**config.mk**
```make
export PLATFORM = sky130hd
export DESIGN_NAME = isad_uart
export DESIGN_NICKNAME = d
export VERILOG_FILES = /design/src/isad_pkg.sv /design/src/isad_uart.sv /design/src/isad_fifo.sv
export VERILOG_INCLUDE_DIRS = /design/src
export SDC_FILE = /design/constraint.sdc
export NUM_CORES = 1
export LEC_CHECK = 0
export BUFFER_PORTS_ARGS = -buffer_cell sky130_fd_sc_hd__buf_2
export CORE_MARGIN = 2
export CORE_UTILIZATION = 59
export DETAILED_ROUTE_END_ITERATION = 8
export PLACE_DENSITY = 0.77
export REMOVE_ABC_BUFFERS = 1
export SKIP_CTS_REPAIR_TIMING = 1
export SLEW_MARGIN = 10
export SYNTH_ARGS = -nofsm -noshare
export SYNTH_HDL_FRONTEND = slang
export SYNTH_SLANG_ARGS = --single-unit
```
**constraint.sdc**
```tcl
create_clock -name pclk -period 13 [get_ports pclk]
set_input_delay 0 -clock pclk [delete_from_list [all_inputs] [get_ports pclk]]
set_output_delay 0 -clock pclk [all_outputs]
set_load 0.005 [all_outputs]
```
**src/isad_regs.svh**
```systemverilog
// Purpose: Register offsets, field positions, reset values and timing counts
//          for the auto-direction serial port.
// Assumes: APB with 32-bit data, one aligned word per register.
// Notes:   Definitions only.
//
// Summary of operation
// - Driver turns on when data is pending
// - Driver held one character after last
// - Receiver blocked while sending, plus one character, in two-wire mode
// - Hold length tracks the programmed baud rate
// - Five to eight data bits per character
// - Even, odd or no parity, generated and checked
// - One, one and half, or two stops
// - Base range to 115200, high range four times
// - Sixteen-byte queues both directions
// - Full duplex, or half duplex on shared pair
// - Two-wire, four-wire and point-to-point line modes
`ifndef ISAD_REGS_SVH
`define ISAD_REGS_SVH

// Register byte offsets
`define ISAD_OFF_DATA   8'h00
`define ISAD_OFF_CTRL   8'h04
`define ISAD_OFF_DIV    8'h08
`define ISAD_OFF_STAT   8'h0c

// Control field positions
`define ISAD_LEN_LSB    0
`define ISAD_STOP_LSB   2
`define ISAD_PAR_LSB    4
`define ISAD_RANGE_BIT  6
`define ISAD_SEL485_BIT 7
`define ISAD_SEL422_BIT 8

// Status field positions
`define ISAD_ERR_LSB    6

// Reset values
`define ISAD_CTRL_RST   9'h083
`define ISAD_DIV_RST    16'h0001

// Timing counts in clock cycles and oversample ticks
`define ISAD_PRE_BASE   24'd136
`define ISAD_PRE_HIGH   24'd34
`define ISAD_OVS        8'd16
`define ISAD_OVS_HALF   4'd8
`define ISAD_STOP15     8'd24
`define ISAD_STOP2      8'd32

`endif

```
**src/isad_pkg.sv**
```systemverilog
// Purpose: Types shared by the auto-direction serial port.
// Assumes: Nothing beyond the register header.
// Notes:   Gray codes follow the forward state path, not the return to idle.
package isad_pkg;

    typedef enum logic [2:0] {
        TX_IDLE  = 3'b000,
        TX_START = 3'b001,
        TX_DATA  = 3'b011,
        TX_PAR   = 3'b010,
        TX_STOP  = 3'b110,
        TX_HOLD  = 3'b111
    } isad_tx_st_t;

    typedef enum logic [2:0] {
        RX_IDLE  = 3'b000,
        RX_START = 3'b001,
        RX_DATA  = 3'b011,
        RX_PAR   = 3'b010,
        RX_STOP  = 3'b110
    } isad_rx_st_t;

    typedef enum logic [1:0] {
        PAR_NONE = 2'b00,
        PAR_EVEN = 2'b01,
        PAR_ODD  = 2'b10
    } isad_par_t;

    typedef enum logic [1:0] {
        LINE_TWO_WIRE  = 2'b00,
        LINE_FOUR_WIRE = 2'b01,
        LINE_P2P       = 2'b10
    } isad_line_t;

endpackage

```
**src/isad_uart.sv**
```systemverilog
// Purpose: Serial port with 16-word queues and automatic driver direction.
// Assumes: pclk at 250 MHz; line_rxd comes from an unsynchronised pin.
// Notes:   Driver and receiver enables follow the transmit state machine in two-wire mode.
//
// Register access over APB and the register addresses were decided locally.
`timescale 1ns/1ps
`include "isad_regs.svh"
module isad_uart #(
    parameter int FIFO_DEPTH = 16,
    parameter int DIV_W      = 16
) (
    // Clock and reset
    input  wire logic              pclk,
    input  wire logic              presetn,
    // APB slave
    input  wire logic              psel,
    input  wire logic              penable,
    input  wire logic              pwrite,
    input  wire logic [7:0]        paddr,
    input  wire logic [31:0]       pwdata,
    output logic [31:0]            prdata,
    output logic                   pready,
    output logic                   pslverr,
    // Serial line
    output logic                   line_txd,
    output logic                   line_drv_en,
    input  wire logic              line_rxd,
    output logic                   line_rx_en,
    output isad_pkg::isad_line_t   line_mode
);
    import isad_pkg::*;

    // Divisor must fit the 24-bit baud counter
    if (DIV_W < 1 || DIV_W > 16)
    begin : g_chk
        $error("isad_uart: DIV_W must be 1 to 16");
    end

    typedef struct packed {
        logic [8:0]       ctrl;
        logic [DIV_W-1:0] div;
        logic [23:0]      bcnt;
        isad_tx_st_t      tst;
        logic [7:0]       tcnt;
        logic [2:0]       tbit;
        logic [7:0]       tsh;
        logic             tpar;
        isad_rx_st_t      rst;
        logic [3:0]       rcnt;
        logic [2:0]       rbit;
        logic [7:0]       rsh;
        logic             rpar;
        logic             sync1;
        logic             sync2;
        logic             perr;
        logic             ferr;
        logic             oerr;
        logic             txd;
        logic             drv;
        logic             rxen;
        logic [31:0]      prdata;
    } isad_st_t;

    isad_st_t s;
    isad_st_t n;

    // Parity over the configured number of data bits
    function automatic logic par_of(input logic [7:0] d,
                                    input logic [1:0] len);
        logic [7:0] mask;
        mask = 8'hff >> (2'd3 - len);
        return ^(d & mask);
    endfunction

    // Stop interval in oversample ticks
    function automatic logic [7:0] stop_ticks(input logic [1:0] st);
        logic [7:0] t;
        case (st)
            2'b00:   t = `ISAD_OVS;
            2'b01:   t = `ISAD_STOP15;
            default: t = `ISAD_STOP2;
        endcase
        return t;
    endfunction

    // Address decode, used by the error path only
    function automatic logic addr_ok(input logic [7:0] a);
        return a == `ISAD_OFF_DATA || a == `ISAD_OFF_CTRL ||
               a == `ISAD_OFF_DIV  || a == `ISAD_OFF_STAT;
    endfunction

    // Queue handshakes
    logic       tx_in_valid;
    logic       tx_in_ready;
    logic       tx_out_valid;
    logic       tx_out_ready;
    logic [7:0] tx_out_data;
    logic       rx_in_valid;
    logic       rx_in_ready;
    logic [7:0] rx_in_data;
    logic       rx_out_valid;
    logic       rx_out_ready;
    logic [7:0] rx_out_data;

    // Decoded configuration and helpers
    logic [1:0]  len;
    isad_par_t   pmode;
    logic        par_en;
    logic        sel485;
    logic        sel422;
    logic        p2p;
    logic [23:0] lim;
    logic        tick;
    logic [7:0]  char_m1;
    logic [7:0]  stop_m1;
    logic        rxs;
    logic        acc;
    logic        done;
    logic [2:0]  clr;
    logic [2:0]  set;

    always_comb
    begin
        n   = s;
        len = s.ctrl[`ISAD_LEN_LSB +: 2];
        // Unused parity code behaves as none
        pmode  = isad_par_t'(s.ctrl[`ISAD_PAR_LSB +: 2]);
        par_en = (pmode == PAR_EVEN) || (pmode == PAR_ODD);
        sel485 = s.ctrl[`ISAD_SEL485_BIT];
        sel422 = s.ctrl[`ISAD_SEL422_BIT];
        p2p    = sel422 && !sel485;

        // Baud tick: divisor times range prescale, zero treated as one
        lim = 24'(s.div == '0 ? 1 : s.div) *
              (s.ctrl[`ISAD_RANGE_BIT] ? `ISAD_PRE_HIGH : `ISAD_PRE_BASE);
        tick   = (s.bcnt >= lim - 24'd1);
        n.bcnt = tick ? 24'd0 : s.bcnt + 24'd1;

        // One character time in ticks, from the live frame format
        stop_m1 = stop_ticks(s.ctrl[`ISAD_STOP_LSB +: 2]) - 8'd1;
        char_m1 = 8'((8'd6 + {6'd0, len} + {7'd0, par_en}) * `ISAD_OVS)
                  + stop_m1;

        // Transmit sequencer
        tx_out_ready = (s.tst == TX_IDLE) || (s.tst == TX_HOLD);
        case (s.tst)
            TX_IDLE, TX_HOLD:
            begin
                // New data restarts without dropping the driver
                if (tx_out_valid)
                begin
                    n.tst  = TX_START;
                    n.tcnt = `ISAD_OVS - 8'd1;
                    n.tsh  = tx_out_data;
                    n.tpar = par_of(tx_out_data, len) ^ (pmode == PAR_ODD);
                end
                else if (s.tst == TX_HOLD && tick)
                begin
                    if (s.tcnt == 8'd0)
                    begin
                        n.tst = TX_IDLE;
                    end
                    else
                    begin
                        n.tcnt = s.tcnt - 8'd1;
                    end
                end
            end
            TX_START, TX_DATA, TX_PAR, TX_STOP:
            begin
                if (tick && s.tcnt != 8'd0)
                begin
                    n.tcnt = s.tcnt - 8'd1;
                end
                else if (tick)
                begin
                    n.tcnt = `ISAD_OVS - 8'd1;
                    case (s.tst)
                        TX_START:
                        begin
                            n.tst  = TX_DATA;
                            n.tbit = {1'b1, len};
                        end
                        TX_DATA:
                        begin
                            n.tsh  = s.tsh >> 1;
                            n.tbit = s.tbit - 3'd1;
                            if (s.tbit == 3'd0)
                            begin
                                n.tst  = par_en ? TX_PAR : TX_STOP;
                                n.tcnt = par_en ? n.tcnt : stop_m1;
                            end
                        end
                        TX_PAR:
                        begin
                            n.tst  = TX_STOP;
                            n.tcnt = stop_m1;
                        end
                        default:
                        begin
                            n.tst  = TX_HOLD;
                            n.tcnt = char_m1;
                        end
                    endcase
                end
            end
            default:
            begin
                n.tst = TX_IDLE;
            end
        endcase

        // Line outputs follow the next state so they leave flops
        case (n.tst)
            TX_START: n.txd = 1'b0;
            TX_DATA:  n.txd = n.tsh[0];
            TX_PAR:   n.txd = n.tpar;
            default:  n.txd = 1'b1;
        endcase
        n.drv  = p2p || (n.tst != TX_IDLE);
        n.rxen = sel422 || (n.tst == TX_IDLE);

        // Receive sync; blocked receiver reads as idle line
        n.sync1 = line_rxd;
        n.sync2 = s.sync1;
        rxs     = s.sync2 || !s.rxen;
        rx_in_valid = 1'b0;
        rx_in_data  = s.rsh >> (2'd3 - len);
        set         = 3'b000;
        case (s.rst)
            RX_IDLE:
            begin
                if (!rxs)
                begin
                    n.rst  = RX_START;
                    n.rcnt = `ISAD_OVS_HALF - 4'd1;
                end
            end
            RX_START, RX_DATA, RX_PAR, RX_STOP:
            begin
                if (tick && s.rcnt != 4'd0)
                begin
                    n.rcnt = s.rcnt - 4'd1;
                end
                else if (tick)
                begin
                    n.rcnt = 4'hf;
                    case (s.rst)
                        RX_START:
                        begin
                            // False start: line back high mid-bit
                            n.rst  = rxs ? RX_IDLE : RX_DATA;
                            n.rbit = {1'b1, len};
                        end
                        RX_DATA:
                        begin
                            n.rsh  = {rxs, s.rsh[7:1]};
                            n.rbit = s.rbit - 3'd1;
                            if (s.rbit == 3'd0)
                            begin
                                n.rst = par_en ? RX_PAR : RX_STOP;
                            end
                        end
                        RX_PAR:
                        begin
                            n.rpar = rxs;
                            n.rst  = RX_STOP;
                        end
                        default:
                        begin
                            // Only the first stop bit is checked
                            rx_in_valid = 1'b1;
                            set[0] = par_en && ((par_of(rx_in_data, len) ^
                                     s.rpar) != (pmode == PAR_ODD));
                            set[1] = !rxs;
                            set[2] = !rx_in_ready;
                            n.rst  = RX_IDLE;
                        end
                    endcase
                end
            end
            default:
            begin
                n.rst = RX_IDLE;
            end
        endcase

        // APB: stall writes to a full transmit queue
        acc          = psel && penable;
        pready       = !(acc && pwrite && paddr == `ISAD_OFF_DATA &&
                         !tx_in_ready);
        pslverr      = acc && !addr_ok(paddr);
        done         = acc && pready;
        tx_in_valid  = acc && pwrite && paddr == `ISAD_OFF_DATA;
        rx_out_ready = done && !pwrite && paddr == `ISAD_OFF_DATA;
        clr          = (done && pwrite && paddr == `ISAD_OFF_STAT) ?
                       pwdata[`ISAD_ERR_LSB +: 3] : 3'b000;
        if (done && pwrite && paddr == `ISAD_OFF_CTRL)
        begin
            n.ctrl = pwdata[8:0];
        end
        if (done && pwrite && paddr == `ISAD_OFF_DIV)
        begin
            n.div = pwdata[DIV_W-1:0];
        end
        // Set wins over a same-cycle clear
        n.perr = (s.perr && !clr[0]) || set[0];
        n.ferr = (s.ferr && !clr[1]) || set[1];
        n.oerr = (s.oerr && !clr[2]) || set[2];

        // Read data captured in the setup cycle
        if (psel && !penable)
        begin
            case (paddr)
                `ISAD_OFF_DATA: n.prdata = {24'h0,
                                 rx_out_valid ? rx_out_data : 8'h00};
                `ISAD_OFF_CTRL: n.prdata = {23'h0, s.ctrl};
                `ISAD_OFF_DIV:  n.prdata = 32'(s.div);
                `ISAD_OFF_STAT: n.prdata = {23'h0, s.oerr, s.ferr, s.perr,
                                 s.rxen, s.drv, !rx_in_ready, rx_out_valid,
                                 !tx_in_ready, !tx_out_valid};
                default:        n.prdata = 32'h0;
            endcase
        end
    end

    // State register; constants only under reset
    always_ff @(posedge pclk or negedge presetn)
    begin
        if (!presetn)
        begin
            s       <= '0;
            s.ctrl  <= `ISAD_CTRL_RST;
            s.div   <= DIV_W'(`ISAD_DIV_RST);
            s.sync1 <= 1'b1;
            s.sync2 <= 1'b1;
            s.txd   <= 1'b1;
            s.rxen  <= 1'b1;
        end
        else
        begin
            s <= n;
        end
    end

    // Outputs from flops; line_mode is decoded from the ctrl flops
    assign prdata      = s.prdata;
    assign line_txd    = s.txd;
    assign line_drv_en = s.drv;
    assign line_rx_en  = s.rxen;
    assign line_mode   = p2p ? LINE_P2P :
                         (sel422 ? LINE_FOUR_WIRE : LINE_TWO_WIRE);

    // Transmit queue, stalls APB when full
    isad_fifo #(.WIDTH(8), .DEPTH(FIFO_DEPTH)) u_txq (
        .pclk      (pclk),
        .presetn   (presetn),
        .in_valid  (tx_in_valid),
        .in_ready  (tx_in_ready),
        .in_data   (pwdata[7:0]),
        .out_valid (tx_out_valid),
        .out_ready (tx_out_ready),
        .out_data  (tx_out_data)
    );

    // Receive queue, drained by APB reads
    isad_fifo #(.WIDTH(8), .DEPTH(FIFO_DEPTH)) u_rxq (
        .pclk      (pclk),
        .presetn   (presetn),
        .in_valid  (rx_in_valid),
        .in_ready  (rx_in_ready),
        .in_data   (rx_in_data),
        .out_valid (rx_out_valid),
        .out_ready (rx_out_ready),
        .out_data  (rx_out_data)
    );
endmodule

```
**src/isad_fifo.sv**
```systemverilog
// Purpose: Synchronous FIFO with valid/ready on both sides.
// Assumes: DEPTH is a power of two.
// Notes:   Head word is read straight from the storage flops.
`timescale 1ns/1ps
module isad_fifo #(
    parameter int WIDTH = 8,
    parameter int DEPTH = 16
) (
    // Clock and reset
    input  wire logic             pclk,
    input  wire logic             presetn,
    // Fill side
    input  wire logic             in_valid,
    output logic                  in_ready,
    input  wire logic [WIDTH-1:0] in_data,
    // Drain side
    output logic                  out_valid,
    input  wire logic             out_ready,
    output logic [WIDTH-1:0]      out_data
);
    localparam int AW = $clog2(DEPTH);

    // Depth must be a power of two for pointer wrap
    if (DEPTH < 2 || (DEPTH & (DEPTH - 1)) != 0)
    begin : g_chk
        $error("isad_fifo: DEPTH must be a power of two");
    end

    typedef struct packed {
        logic [DEPTH-1:0][WIDTH-1:0] mem;
        logic [AW:0]                 wp;
        logic [AW:0]                 rp;
    } isad_fifo_st_t;

    isad_fifo_st_t q_ff;
    isad_fifo_st_t nxt_q;
    logic [AW:0]   level;

    // Full and empty from extended pointers
    always_comb
    begin
        level     = q_ff.wp - q_ff.rp;
        in_ready  = (level != (AW+1)'(DEPTH));
        out_valid = (level != '0);
        out_data  = q_ff.mem[q_ff.rp[AW-1:0]];
        nxt_q     = q_ff;
        if (in_valid && in_ready)
        begin
            nxt_q.mem[q_ff.wp[AW-1:0]] = in_data;
            nxt_q.wp = q_ff.wp + 1'b1;
        end
        if (out_valid && out_ready)
        begin
            nxt_q.rp = q_ff.rp + 1'b1;
        end
    end

    // State register
    always_ff @(posedge pclk or negedge presetn)
    begin
        if (!presetn)
        begin
            q_ff <= '0;
        end
        else
        begin
            q_ff <= nxt_q;
        end
    end
endmodule

```
[Word level (Yosys, flattened, before mapping)]
Index checks and enable logic that the tools add are counted.
Widths: inputs -> output; s select.
Cells by class
  multipliers: 1
  bitwise logic cells: 6
  muxes and demuxes: 60
  reduce and logical (&&, ||, !) cells: 83
  shift operators: 2
  eq/ne operators: 33
  order comparisons: 7
  add/subtract/negate cells: 17
Operators with widths (number)
  $bwmux 128: 2
  $mux 8: 12
  $bmux 8 s4: 2
  $demux 8 s4: 2
  $pmux 16 s4: 1
  $mux 11: 3
  $pmux 8 s2: 2
  $mux 3: 10
  $logic_and 1x1->1: 27
  $add 24x1->24 const B: 1
  $ge 24x24->1: 1
  $mul 16x8->24: 1
  $mux 24: 1
  $pmux 3 s2: 4
  $pmux 8 s3: 1
  $reduce_and 4->1: 6
  $sub 24x1->24 const B: 1
  $mux 22: 1
  $add 5x1->5 const B: 4
  $lt 4x5->1 const B: 4
  $mux 19: 1
  $eq 3x2->1 const B: 6
  $pmux 3 s3: 2
  $and 8x8->8: 2
  other kinds (49): 112
Storage, ports and cells
  output and inout port bits: 39
  bits of input ports: 46
  register bits: 407

[Logic depth before layout (Yosys ltp)]
Gate-level depths: netlist of run 1.
  word-level depth: 12
  gate-level depth with buffers: 33
  gate-level depth less buffers: 29

[Cells and area by module]
A second synthesis of run 1 with hierarchy kept.
Unflattened totals
  cell total of the unflattened synthesis: 1863
  area, all modules: 23082.1 µm²
By module, submodules not included
  isad_fifo: seq. area each 3453.3 µm², cells an instance 406, instances 2, area an instance 6685.2 µm²
  isad_uart: seq. area each 2887.8 µm², cells an instance 1051, instances 1, area an instance 9711.8 µm²

[Least setup slack after synthesis of run 1]
Ideal clock, no wire load.
  path type: reg2reg
  start point: register s[128] (netlist bit)
  end point: register u_rxq.q_ff[106] (netlist bit)
  setup slack: 5523 ps
  period minus slack after synthesis: 7477 ps
  cell stages (with the launch flop): 31
  arrival: 7352 ps
  library setup time: 125 ps
  cells stage by stage: dfrtp_1 -> clkbuf_1 -> clkbuf_1 -> nand2b_1 -> inv_1 -> ha_1 -> fa_1 -> fa_1 -> inv_1 -> fa_1 -> inv_1 -> ha_1 -> and3_1 -> a211o_1 -> a21oi_1 -> nor2b_1 -> a2111oi_0 -> o21bai_1 -> a21oi_1 -> xnor2_1 -> ha_1 -> nand4_1 -> or2_1 -> or4_4 -> and2_1 -> buf_6 -> nor4_4 -> buf_4 -> and4_1 -> buf_2 -> mux2_2
Between the ends
  word-level cells in the longest chain between the ends: 8
  elaborated cells on any way between the ends: 9
  classes of those cells: 1 x add/sub; 1 x mul; 1 x order compare; 4 x mux; 2 x reduce/logical
Ends and longest elaborated chain
  start: declaration: RTL line isad_uart.sv:64  | isad_st_t s;
  start signal: assignment: RTL line isad_uart.sv:342  | s <= n;
  $mux 8 (no line) (*)
  $mul 16x8->24 (*): RTL line isad_uart.sv:134  | lim = 24'(s.div == '0 ? 1 : s.div) *
  $sub 24x1->24 (*): RTL line isad_uart.sv:136  | tick = (s.bcnt >= lim - 24'd1);
  $ge 24x24->1 (*): RTL line isad_uart.sv:136
  $mux 1 / $logic_and 1x1->1 (equally long branches): RTL line isad_uart.sv:245, isad_uart.sv:241
  $mux 1 (*): RTL line isad_uart.sv:241  | if (tick && s.rcnt != 4'd0)
  $mux 1 (*): RTL line isad_uart.sv:230  | case (s.rst)
  $logic_and 1x1->1 (*): RTL line isad_fifo.sv:47  | if (in_valid && in_ready)
  end signal: assignment: RTL line isad_fifo.sv:67  | q_ff <= nxt_q;
  end: declaration: RTL line isad_fifo.sv:35  | isad_fifo_st_t q_ff;
Every way passes the cells marked *; elsewhere a longest branch is shown, timed or not.
A chain may end at the register's enable or synchronous reset.

[Worst setup path after layout of run 1]
  start point: register s[117] (netlist bit)
  end point: register u_rxq.q_ff[33] (netlist bit)
Between the ends
  word-level cells in the longest chain between the ends: 9
  elaborated cells on any way between the ends: 10
  classes of those cells: 1 x add/sub; 1 x mul; 1 x order compare; 4 x mux; 3 x reduce/logical
Ends and longest elaborated chain (RTL line)
  $logic_not 16->1: isad_uart.sv:134
  $mux 16 (*): isad_uart.sv:134
  $mul 16x8->24 (*): isad_uart.sv:134
  $sub 24x1->24 (*): isad_uart.sv:136
  $ge 24x24->1 (*): isad_uart.sv:136
  $mux 1 / $logic_and 1x1->1 (equally long branches): isad_uart.sv:245, isad_uart.sv:241
  $mux 1 (*): isad_uart.sv:241
  $mux 1 (*): isad_uart.sv:230
  $logic_and 1x1->1 (*): isad_fifo.sv:47
Marks and branches as above.

==> results.toml, run 1 <==
[run_status]
outcome = "complete, but fails checks"
violations = "hold timing"

[floorplanning]
ios = 85
num_rows = 71
start_util = 0.5976
coreArea_sq_um = 37580
fp.dieH_microns = 199.1
fp.dieW_microns = 199.1
dieArea_sq_um = 39640

[synthesis]
syn_area_per_cell_sq_um = 12.11
synthesis.area_sq_um = 22460
async_flop_share = 1.000
yosysSeqAreaShare = 0.4361
synth_area_leaders = "dfrtp_1 (43%), mux2_2 (15%), mux4_2 (7.7%), ha_1 (6.5%), fa_1 (3.3%)"
synth_seq_cells = 391
synth_edf_count = 0
synth_top_area_frac = 0.4268
synth_ff_type = "dfrtp_1"
synthTopCellsByCount = "dfrtp_1 (383), mux2_2 (291), inv_1 (123)"
netlist-cell-type-count = 78
yosys.cell_count.top_type = "dfrtp_1"
synth_area_leader_cell = "dfrtp_1"
synth_cells = 1854
synth_warnings = 0

[worst_setup_path]
critPathTopFamily = "simple AND/OR/NAND/NOR gates"
r2r_end = "u_rxq.q_ff[33]"
cp-end-kind = "flip-flop"
crit_cells = 27
path_buf_inv = 3
worstPathArrival_ns = 9.24
rr_worst_depth = 27
startpoint_type = "flip-flop"
crit_type = "flip-flop to flip-flop"
cpPeakStageDelay_ns = 0.62
crit_top_cell = "ha_1"
cp.required_ns = 13.46
cp_slowest_cell = "or4_4"
r2r_start = "s[117]"
crit_fanout = 21
r2r_slack_ns = 4.23

[clock_tree]
h-tree-depth = 2
clk_pin_slew_worst_paths_ns = 0.06
clockRootBuffer = "clkbuf_16"
numCtsBuffers = 42
cts_buffer_depth = 3
cts_sinks = 391
cts_tree = "done"
worstSkewPairLatency_ns = 0.58

[power]
max-vdd-ir-drop_mv = 0.07954
powerDensity_nw_per_um2 = 125.6
p_leak_nw = 12.39

[global_route]
grt-ovfl-total = 0
grt_pass1_wl_mm = 79.07
gr-usage-all-layers = 0.2563
grt_pass1_vias = 15090
grt_antenna_before_repair = 0
grt_max_degree = 180

[place]
gp_congestion = 0.8695
port-buffer-count = 52
hpwl_mm = 33.52

[sta]
worstMarginPinSlew_ns = 1.198
setup_viol = 0
fin_crit_ns = 8.775
rsz0062_at_grt = "false"
setup_tns_ns = 0
worst_hold_slack_ns = -0.01878
max_slew_margin = 0.2015
hold_violations = 8
fmax_mhz = 114.0
slew_viol_final = 0
min_period_over_period = 0.6750
skew_ns = 0.03738

[job]
drv_cap = 0

[layout]
nets = 2081
antennaDiodeCount = 0
area_delta_synth_final_pct = 9.338
drive_above_1_share = 0.2841
postLayoutCoreUtil = 0.6534

[routing]
ant_nets = 0
dr.first_iter.drc_count = 855
drtPass1Iterations = 5
drc = 0
dr_total_vias = 14610
wl_per_cell_microns = 20.30
wl_mm = 49.25
vias_per_cell = 6.022

[hold_path]
min_from = "paddr[1]"
min_path_type = "primary input to flip-flop"
holdPathEnd = "prdata[5]"
hold-path-cell-count = 3
-- worst max-delay path by stage --
stage,startpoint,endpoint
final,s[117],u_rxq.q_ff[33]
after global routing,s[117],u_rxq.q_ff[26]
after CTS,s[117],u_rxq.q_ff[14]
after detailed placement,s[117],u_rxq.q_ff[13]
after global placement,s[117],u_rxq.q_ff[11]
after floorplan,s[128],u_rxq.q_ff[10]
-- worst register-to-register path, delay by kind of cell, from the launching register on --
family	cells	cell delay, ns
XOR/XNOR	1	0.09
flip-flops	1	0.43
multiplexers	1	0.44
adder cells (fa/ha/maj)	5	1.73
AND/OR/NAND/NOR	10	3.47
buffers and inverters	3	0.47
AO/OA/AOI/OAI	7	2.05
-- sequential cells by signal (all words and copies together) (netlist names) --
name,flops
len,2
line_drv_en,1
line_rx_en,1
line_txd,1
n,1
pmode,2
prdata,16
s,91
u_rxq.q_ff,138
u_txq.q_ff,138
-- cell families (layout without fill, tap and decap cells) --
kind of cell | after synthesis | in the layout | synth area share
and+or+nand+nor | 383 | 383 | 0.09282
DFF | 391 | 391 | 0.4361
xor gates and xnor gates | 86 | 86 | 0.03354
other | 1 | 19 | 0.0001670
adders and majority gates | 154 | 154 | 0.09817
AOI/OAI and AO/OA | 222 | 222 | 0.06608
muxes | 373 | 373 | 0.2254
buffers and inverters | 244 | 287 | 0.04775
-- final cells by class --
cell class                      count  area (sq um)
Clock buffer                       67          1286
Clock inverter                     11         123.9
Sequential cell                   391          9797
Multi-Input combinational cell   1237         11670
Fill cell                        2736         13020
Inverter                          125         469.2
Tap cell                          511         639.4
Timing Repair Buffer               84         570.5
-- stage by stage --
stage | worst slack (ns) | cells | total power [mW] | cell area [sq um]
after floorplan | 4.884 | 1753 | 1.732 | 21920
after global placement | 4.348 | 2329 | 1.866 | 22940
after detailed placement | 4.159 | 2329 | 1.891 | 22940
after CTS | 4.125 | 2407 | 3.099 | 24350
after global routing | 3.620 | 2426 | 3.237 | 24550
final | 4.225 | 2426 | 3.085 | 24550
-- placed cells by master (no fill, tap or decap), drive strengths merged, types with 8 or more instances in the layout --
cell / instances
nor3: 18
ha: 117
and3: 16
a22o: 17
fa: 37
nor2: 90
dlygate4sd3: 19
a21oi: 45
dfstp: 8
o21ai: 57
and2: 19
mux4: 77
nor2b: 18
or2: 11
buf: 65
inv: 125
mux2: 291
a21o: 20
nand2b: 24
nand2: 95
clkinv: 10
xnor2: 49
clkbuf: 67
conb: 19
a31oi: 11
nor4: 8
nand3: 36
xor2: 37
nand4b: 9
nand4: 17
dfrtp: 383
-- metal layers --
metal | track usage | wire length [microns] | up-vias
met4 | 0.09674 | 1577 | 0
met3 | 0.03544 | 1950 | 99
met2 | 0.4313 | 24670 | 329
met1 | 0.3406 | 21050 | 7541
met5 | 0 | 0 | -
li1 | - | - | 6641
-- power breakdown --
part / leakage (nW) / switching (mW) / internal [mW] / total, mW
clock network: 0.697 / 0.502 / 0.704 / 1.21
logic: 6.37 / 0.320 / 0.238 / 0.558
registers: 5.33 / 0.0579 / 1.26 / 1.32
No activity file was read; power rests on OpenSTA's default activity.
==> run 2, diff against run 1 <==
Settings changed: CORE_UTILIZATION 59 to 57.
Clock period 13 ns to 7.4 ns, I/O delays scaled along.
==> run 2 against run 1 <==
Register-to-register slack got worse by 4.1 ns. Via count rose by 3.7%. Fmax rose by 20%. Count of clock-buffer cells in the layout fell by 4. Non-clock buffer count rose by 88. Largest cell class unchanged. First-iteration DRC count rose by 19%. Sequential share of layout area fell by 1.6 points. Die area rose by 3.4%. Utilization rose by 0.62 points. Largest power group unchanged. Critical path depth did not move. The flow still finishes with violations (hold timing). Highest routed layer unchanged.
==> results.toml, run 2 (synthesis gave the netlist of run 1 again) <==
[sta]
min_period_over_period = 0.9863
skew_ns = 0.01508
worst_hold_slack_ns = -0.007150
max_slew_margin = 0.3006
timing.final.ws_setup_ns = 0.1011
hold_violations = 5
setup_viol = 0
slew_viol_final = 0
fmax_mhz = 137.0
fin_crit_ns = 7.299
setup_tns_ns = 0
worstMarginPinSlew_ns = 1.045

[clock_tree]
cts_buffer_depth = 3
clk_pin_slew_worst_paths_ns = 0.06
h-tree-depth = 2
cts_tree = "done"
worstSkewPairLatency_ns = 0.57
numCtsBuffers = 42
cts_sinks = 391
clockRootBuffer = "clkbuf_16"

[global_route]
grt_pass1_vias = 15560
gr-usage-all-layers = 0.2567
grt_pass1_wl_mm = 83.12
grt_max_degree = 153
grt-ovfl-total = 0
grt_antenna_before_repair = 0

[hold_path]
min_path_type = "primary input to flip-flop"

[floorplanning]
coreArea_sq_um = 38740
num_rows = 72
ios = 85
start_util = 0.5797
fp.dieH_microns = 202.5
dieArea_sq_um = 41000
fp.dieW_microns = 202.5

[power]
powerDensity_nw_per_um2 = 216.5
max-vdd-ir-drop_mv = 0.1644
p_leak_nw = 12.91

[worst_setup_path]
r2r_end = "line_drv_en"
r2r_slack_ns = 0.10
rr_worst_depth = 27
cp-end-kind = "flip-flop"
startpoint_type = "flip-flop"
crit_type = "flip-flop to flip-flop"
critPathCapture = "line_drv_en"
r2r_start = "s[120]"
worstPathArrival_ns = 7.75
crit_fanout = 6
cp.required_ns = 7.85
startpoint = "s[120]"

[place]
dp.cells = 2413
hpwl_mm = 35.68
dp_slack_ns = -0.1797
gp_congestion = 0.8809
port-buffer-count = 52

[layout]
mostFrequentLayoutCell = "dfrtp_1"
reg.largest.list = "u_rxq.q_ff: 138 flops, u_txq.q_ff: 138 flops, s: 91 flops"
nets = 2169
drive_above_1_share = 0.3312
num-fill-cells = 2776
antennaDiodeCount = 0
final-instance-count-excl-fill = 2520
area_delta_synth_final_pct = 13.78
final_cell_mix = "dfrtp_1 (380), mux2_2 (291), inv_1 (122), ha_1 (112), nand2_1 (94)"

[routing]
drtPass1Iterations = 7
drc = 0
dr_total_vias = 15150
wl_per_cell_microns = 20.72
dr.first_iter.drc_count = 1014
vias_per_cell = 6.012
wl_mm = 52.22
ant_nets = 0

[run_status]
outcome = "complete, but fails checks"
violations = "hold timing"

[job]
drv_cap = 0
run 2: cell types whose count changed in the layout (fill, tap and decap cells not counted), moves of 5 or more:
cell / previous run / this run
a21oi_1: 44 / 37
buf_6: 0 / 5
o21ai_0: 54 / 49
a21oi_2: 1 / 8
buf_12: 1 / 9
buf_4: 12 / 85
ha_1: 117 / 112
ha_4: 0 / 5
run 2: report_power, final:
| group | internal (mW) | leakage [nW] | switching, mW |
|---|---|---|---|
| clock | 1.23 | 0.667 | 0.872 |
| sequential | 2.22 | 5.33 | 0.103 |
| combinational | 0.501 | 6.92 | 0.612 |
run 2: metrics by stage:
stage | power, mW | instance area (sq um) | utilization
detailed placement | 3.387 | 23650 | 0.6104
global route | 5.790 | 25550 | 0.6597
CTS | 5.482 | 25020 | 0.6458
finish | 5.532 | 25550 | 0.6597
floorplan | 3.042 | 21920 | -
global placement | 3.341 | 23650 | 0.6104
run 2: worst max-delay path, stage by stage (launching register included):
cell	delay (ns)
dfrtp_1	0.42
nor4_4	0.33
a41oi_2	0.16
nor2b_1	0.16
a211o_1	0.24
ha_1	0.31
fa_1	0.55
inv_1	0.06
fa_1	0.52
inv_1	0.04
ha_1	0.23
nor3_2	0.21
o21ai_2	0.11
a31o_4	0.26
nor4_4	0.23
nor3_2	0.10
a211o_1	0.28
a21oi_2	0.15
xor2_1	0.26
ha_1	0.21
nand4_1	0.14
or2_1	0.26
or4_4	0.45
and2_4	0.17
buf_4	0.15
a311o_1	0.37
or4_4	0.55
or2_1	0.22
run 2: cell type report:
type / count / area (sq um) / area share
clock buffers: 63 / 1231 / 0.04818
clock inverters: 14 / 138.9 / 0.005435
inverters: 125 / 469.2 / 0.01836
multi-input cells: 1237 / 11900 / 0.4656
flip-flops and latches: 391 / 9798 / 0.3834
well taps: 518 / 648.1 / 0.02536
repair buffers: 172 / 1370 / 0.05362
run 2: routing by layer:
| metal | GRT usage | part of all wire | up-vias |
|---|---|---|---|
| met2 | 0.4308 | 0.50 | 422 |
| met5 | 0 | 0 | - |
| met1 | 0.3392 | 0.42 | 7777 |
| met3 | 0.03531 | 0.047 | 123 |
| li1 | - | - | 6829 |
| met4 | 0.1051 | 0.035 | 0 |
run 2: worst min-delay path by stage:
stage                  start          end  slack (ns)  cells after the start
floorplan            presetn  line_drv_en       -0.30                      0
global placement    line_rxd        n[38]        0.11                      1
detailed placement  line_rxd        n[38]        0.11                      1
CTS                 line_rxd        n[38]       -0.49                      1
global route        paddr[1]    prdata[2]        0.02                      3
finish              paddr[1]    prdata[2]      -0.007                      3
==> run 3, diff against run 2 <==
Settings changed: CORE_MARGIN 2 to 5.
==> run 3 against run 2 <==
The run still ends with hold timing left. Non-clock buffer count rose by 3. Cell area rose by 0.57%. Global-route usage fell by 1.8 points.
==> results.toml, run 3 (synthesis gave the netlist of run 1 again) <==
[run_status]
outcome = "complete, but fails checks"
violations = "hold timing"

[sta]
min_period_over_period = 0.9837
setup_viol = 0
skew_ns = 0.02062
fin_crit_ns = 7.280
fmax_mhz = 137.4
timing.final.ws_setup_ns = 0.1204
worstMarginPinSlew_ns = 1.113
max_slew_margin = 0.2580
hold_violations = 1
slew_viol_final = 0
worst_hold_slack_ns = -0.004387

[worst_setup_path]
cp_slowest_cell = "fa_1"
critPathTopFamily = "adder cells"
startpoint_type = "flip-flop"
cpPeakStageDelay_ns = 0.53
crit_type = "flip-flop to flip-flop"
path_buf_inv = 6
cp-end-kind = "flip-flop"
crit_top_cell = "fa_1"
startpoint = "s[128]"
r2r_start = "s[128]"
crit_fanout = 8
cp.required_ns = 7.84
worstPathArrival_ns = 7.72

[hold_path]
min_from = "pwdata[6]"
min_path_type = "primary input to flip-flop"

[place]
dp.cells = 2417
port-buffer-count = 52
dp_slack_ns = -0.1948
hpwl_mm = 36.02
gp_congestion = 0.9442
dpl-instance-area_sq_um = 23630

[clock_tree]
cts_tree = "done"
clk_pin_slew_worst_paths_ns = 0.06
cts_buffer_depth = 3
cts_sinks = 391
h-tree-depth = 2
clockRootBuffer = "clkbuf_16"
numCtsBuffers = 43
worstSkewPairLatency_ns = 0.57

[floorplanning]
fp.dieH_microns = 208.5
start_util = 0.5784
dieArea_sq_um = 43470
fp.dieW_microns = 208.5
ios = 85
coreArea_sq_um = 38830
num_rows = 72

[global_route]
grt_pass1_vias = 15570
grt_pass1_wl_mm = 84.61
grt_antenna_before_repair = 0
gr-usage-all-layers = 0.2388
grt_max_degree = 108
grt-ovfl-total = 0

[routing]
dr.first_iter.drc_count = 1205
drc = 0
wl_per_cell_microns = 21.00
ant_nets = 0
drtPass1Iterations = 5
vias_per_cell = 6.004
dr_total_vias = 15170
wl_mm = 53.04

[power]
max-vdd-ir-drop_mv = 0.1642
fin_total_pwr_mw = 5.607
powerDensity_nw_per_um2 = 218.2
p_leak_nw = 12.94

[layout]
drive_above_1_share = 0.3352
reg.largest.list = "u_rxq.q_ff: 138 flops, u_txq.q_ff: 138 flops, s: 91 flops"
final-instance-count-excl-fill = 2526
area_delta_synth_final_pct = 14.44
antennaDiodeCount = 0
num-fill-cells = 2680
nets = 2173
mostFrequentLayoutCell = "dfrtp_1"
final_cell_mix = "dfrtp_1 (380), mux2_2 (282), inv_1 (121), ha_1 (109)"
final_area_sq_um = 25700

[job]
drv_cap = 0
-- run 3: cell types whose count changed in the layout (fill, tap and decap cells not counted), moves of 3 or more --
cell and delta:
buf_4 +9, mux2_2 -9, mux2_4 +9, buf_12 -3
ha_1 -3, nor4_4 -3
-- run 3: area by class of cell --
type / count / area (sq um) / area share
Clock buffer: 63 / 1242 / 0.04834
Clock inverter: 17 / 231.5 / 0.009007
Inverter: 125 / 469.2 / 0.01826
Multi-Input combinational cell: 1237 / 11970 / 0.4656
Sequential cell: 391 / 9798 / 0.3813
Tap cell: 518 / 648.1 / 0.02522
Timing Repair Buffer: 175 / 1345 / 0.05234
-- run 3: final timing paths --
check / endpoint / slack, ns / cells after the start
setup / recovery: u_rxq.q_ff[55] / 0.12 / 27
hold / removal: s[37] / -0.004 / 3
setup reg to reg: u_rxq.q_ff[55] / 0.12 / 27
hold reg to reg: s[38] / 0.35 / 0
max in group asynchronous: u_rxq.q_ff[26] / 5.68 / 3
min in group asynchronous: u_txq.q_ff[44] / 0.08 / 2
-- run 3: layer usage --
layer  up-vias  wire, microns  track usage  part of all wire
li1       6835              -            -                 -
met1      7809          22420       0.3226              0.42
met2       397          26380       0.3972              0.50
met3       125           2381      0.03720             0.045
met4         0           1851      0.08313             0.035
met5         -              0            0                 0
-- run 3: worst min-delay path: stages --
cell and delay, ns:
buf_2 0.26, nand2_1 0.13, a32o_1 0.12
-- run 3: through the flow --
stage,setup TNS [ns],util
6_report,0,0.6619
5_1_grt,-2.887,0.6619
4_1_cts,-20.68,0.6464
3_5_place_dp,-14.90,0.6085
3_3_place_gp,-7.027,0.6085
2_1_floorplan,-76.74,-
-- run 3: where the power goes --
| part | internal [mW] | switching [mW] | total, mW |
|---|---|---|---|
| Combinational | 0.486 | 0.593 | 1.08 |
| Sequential | 2.22 | 0.102 | 2.32 |
| Clock | 1.32 | 0.889 | 2.21 |
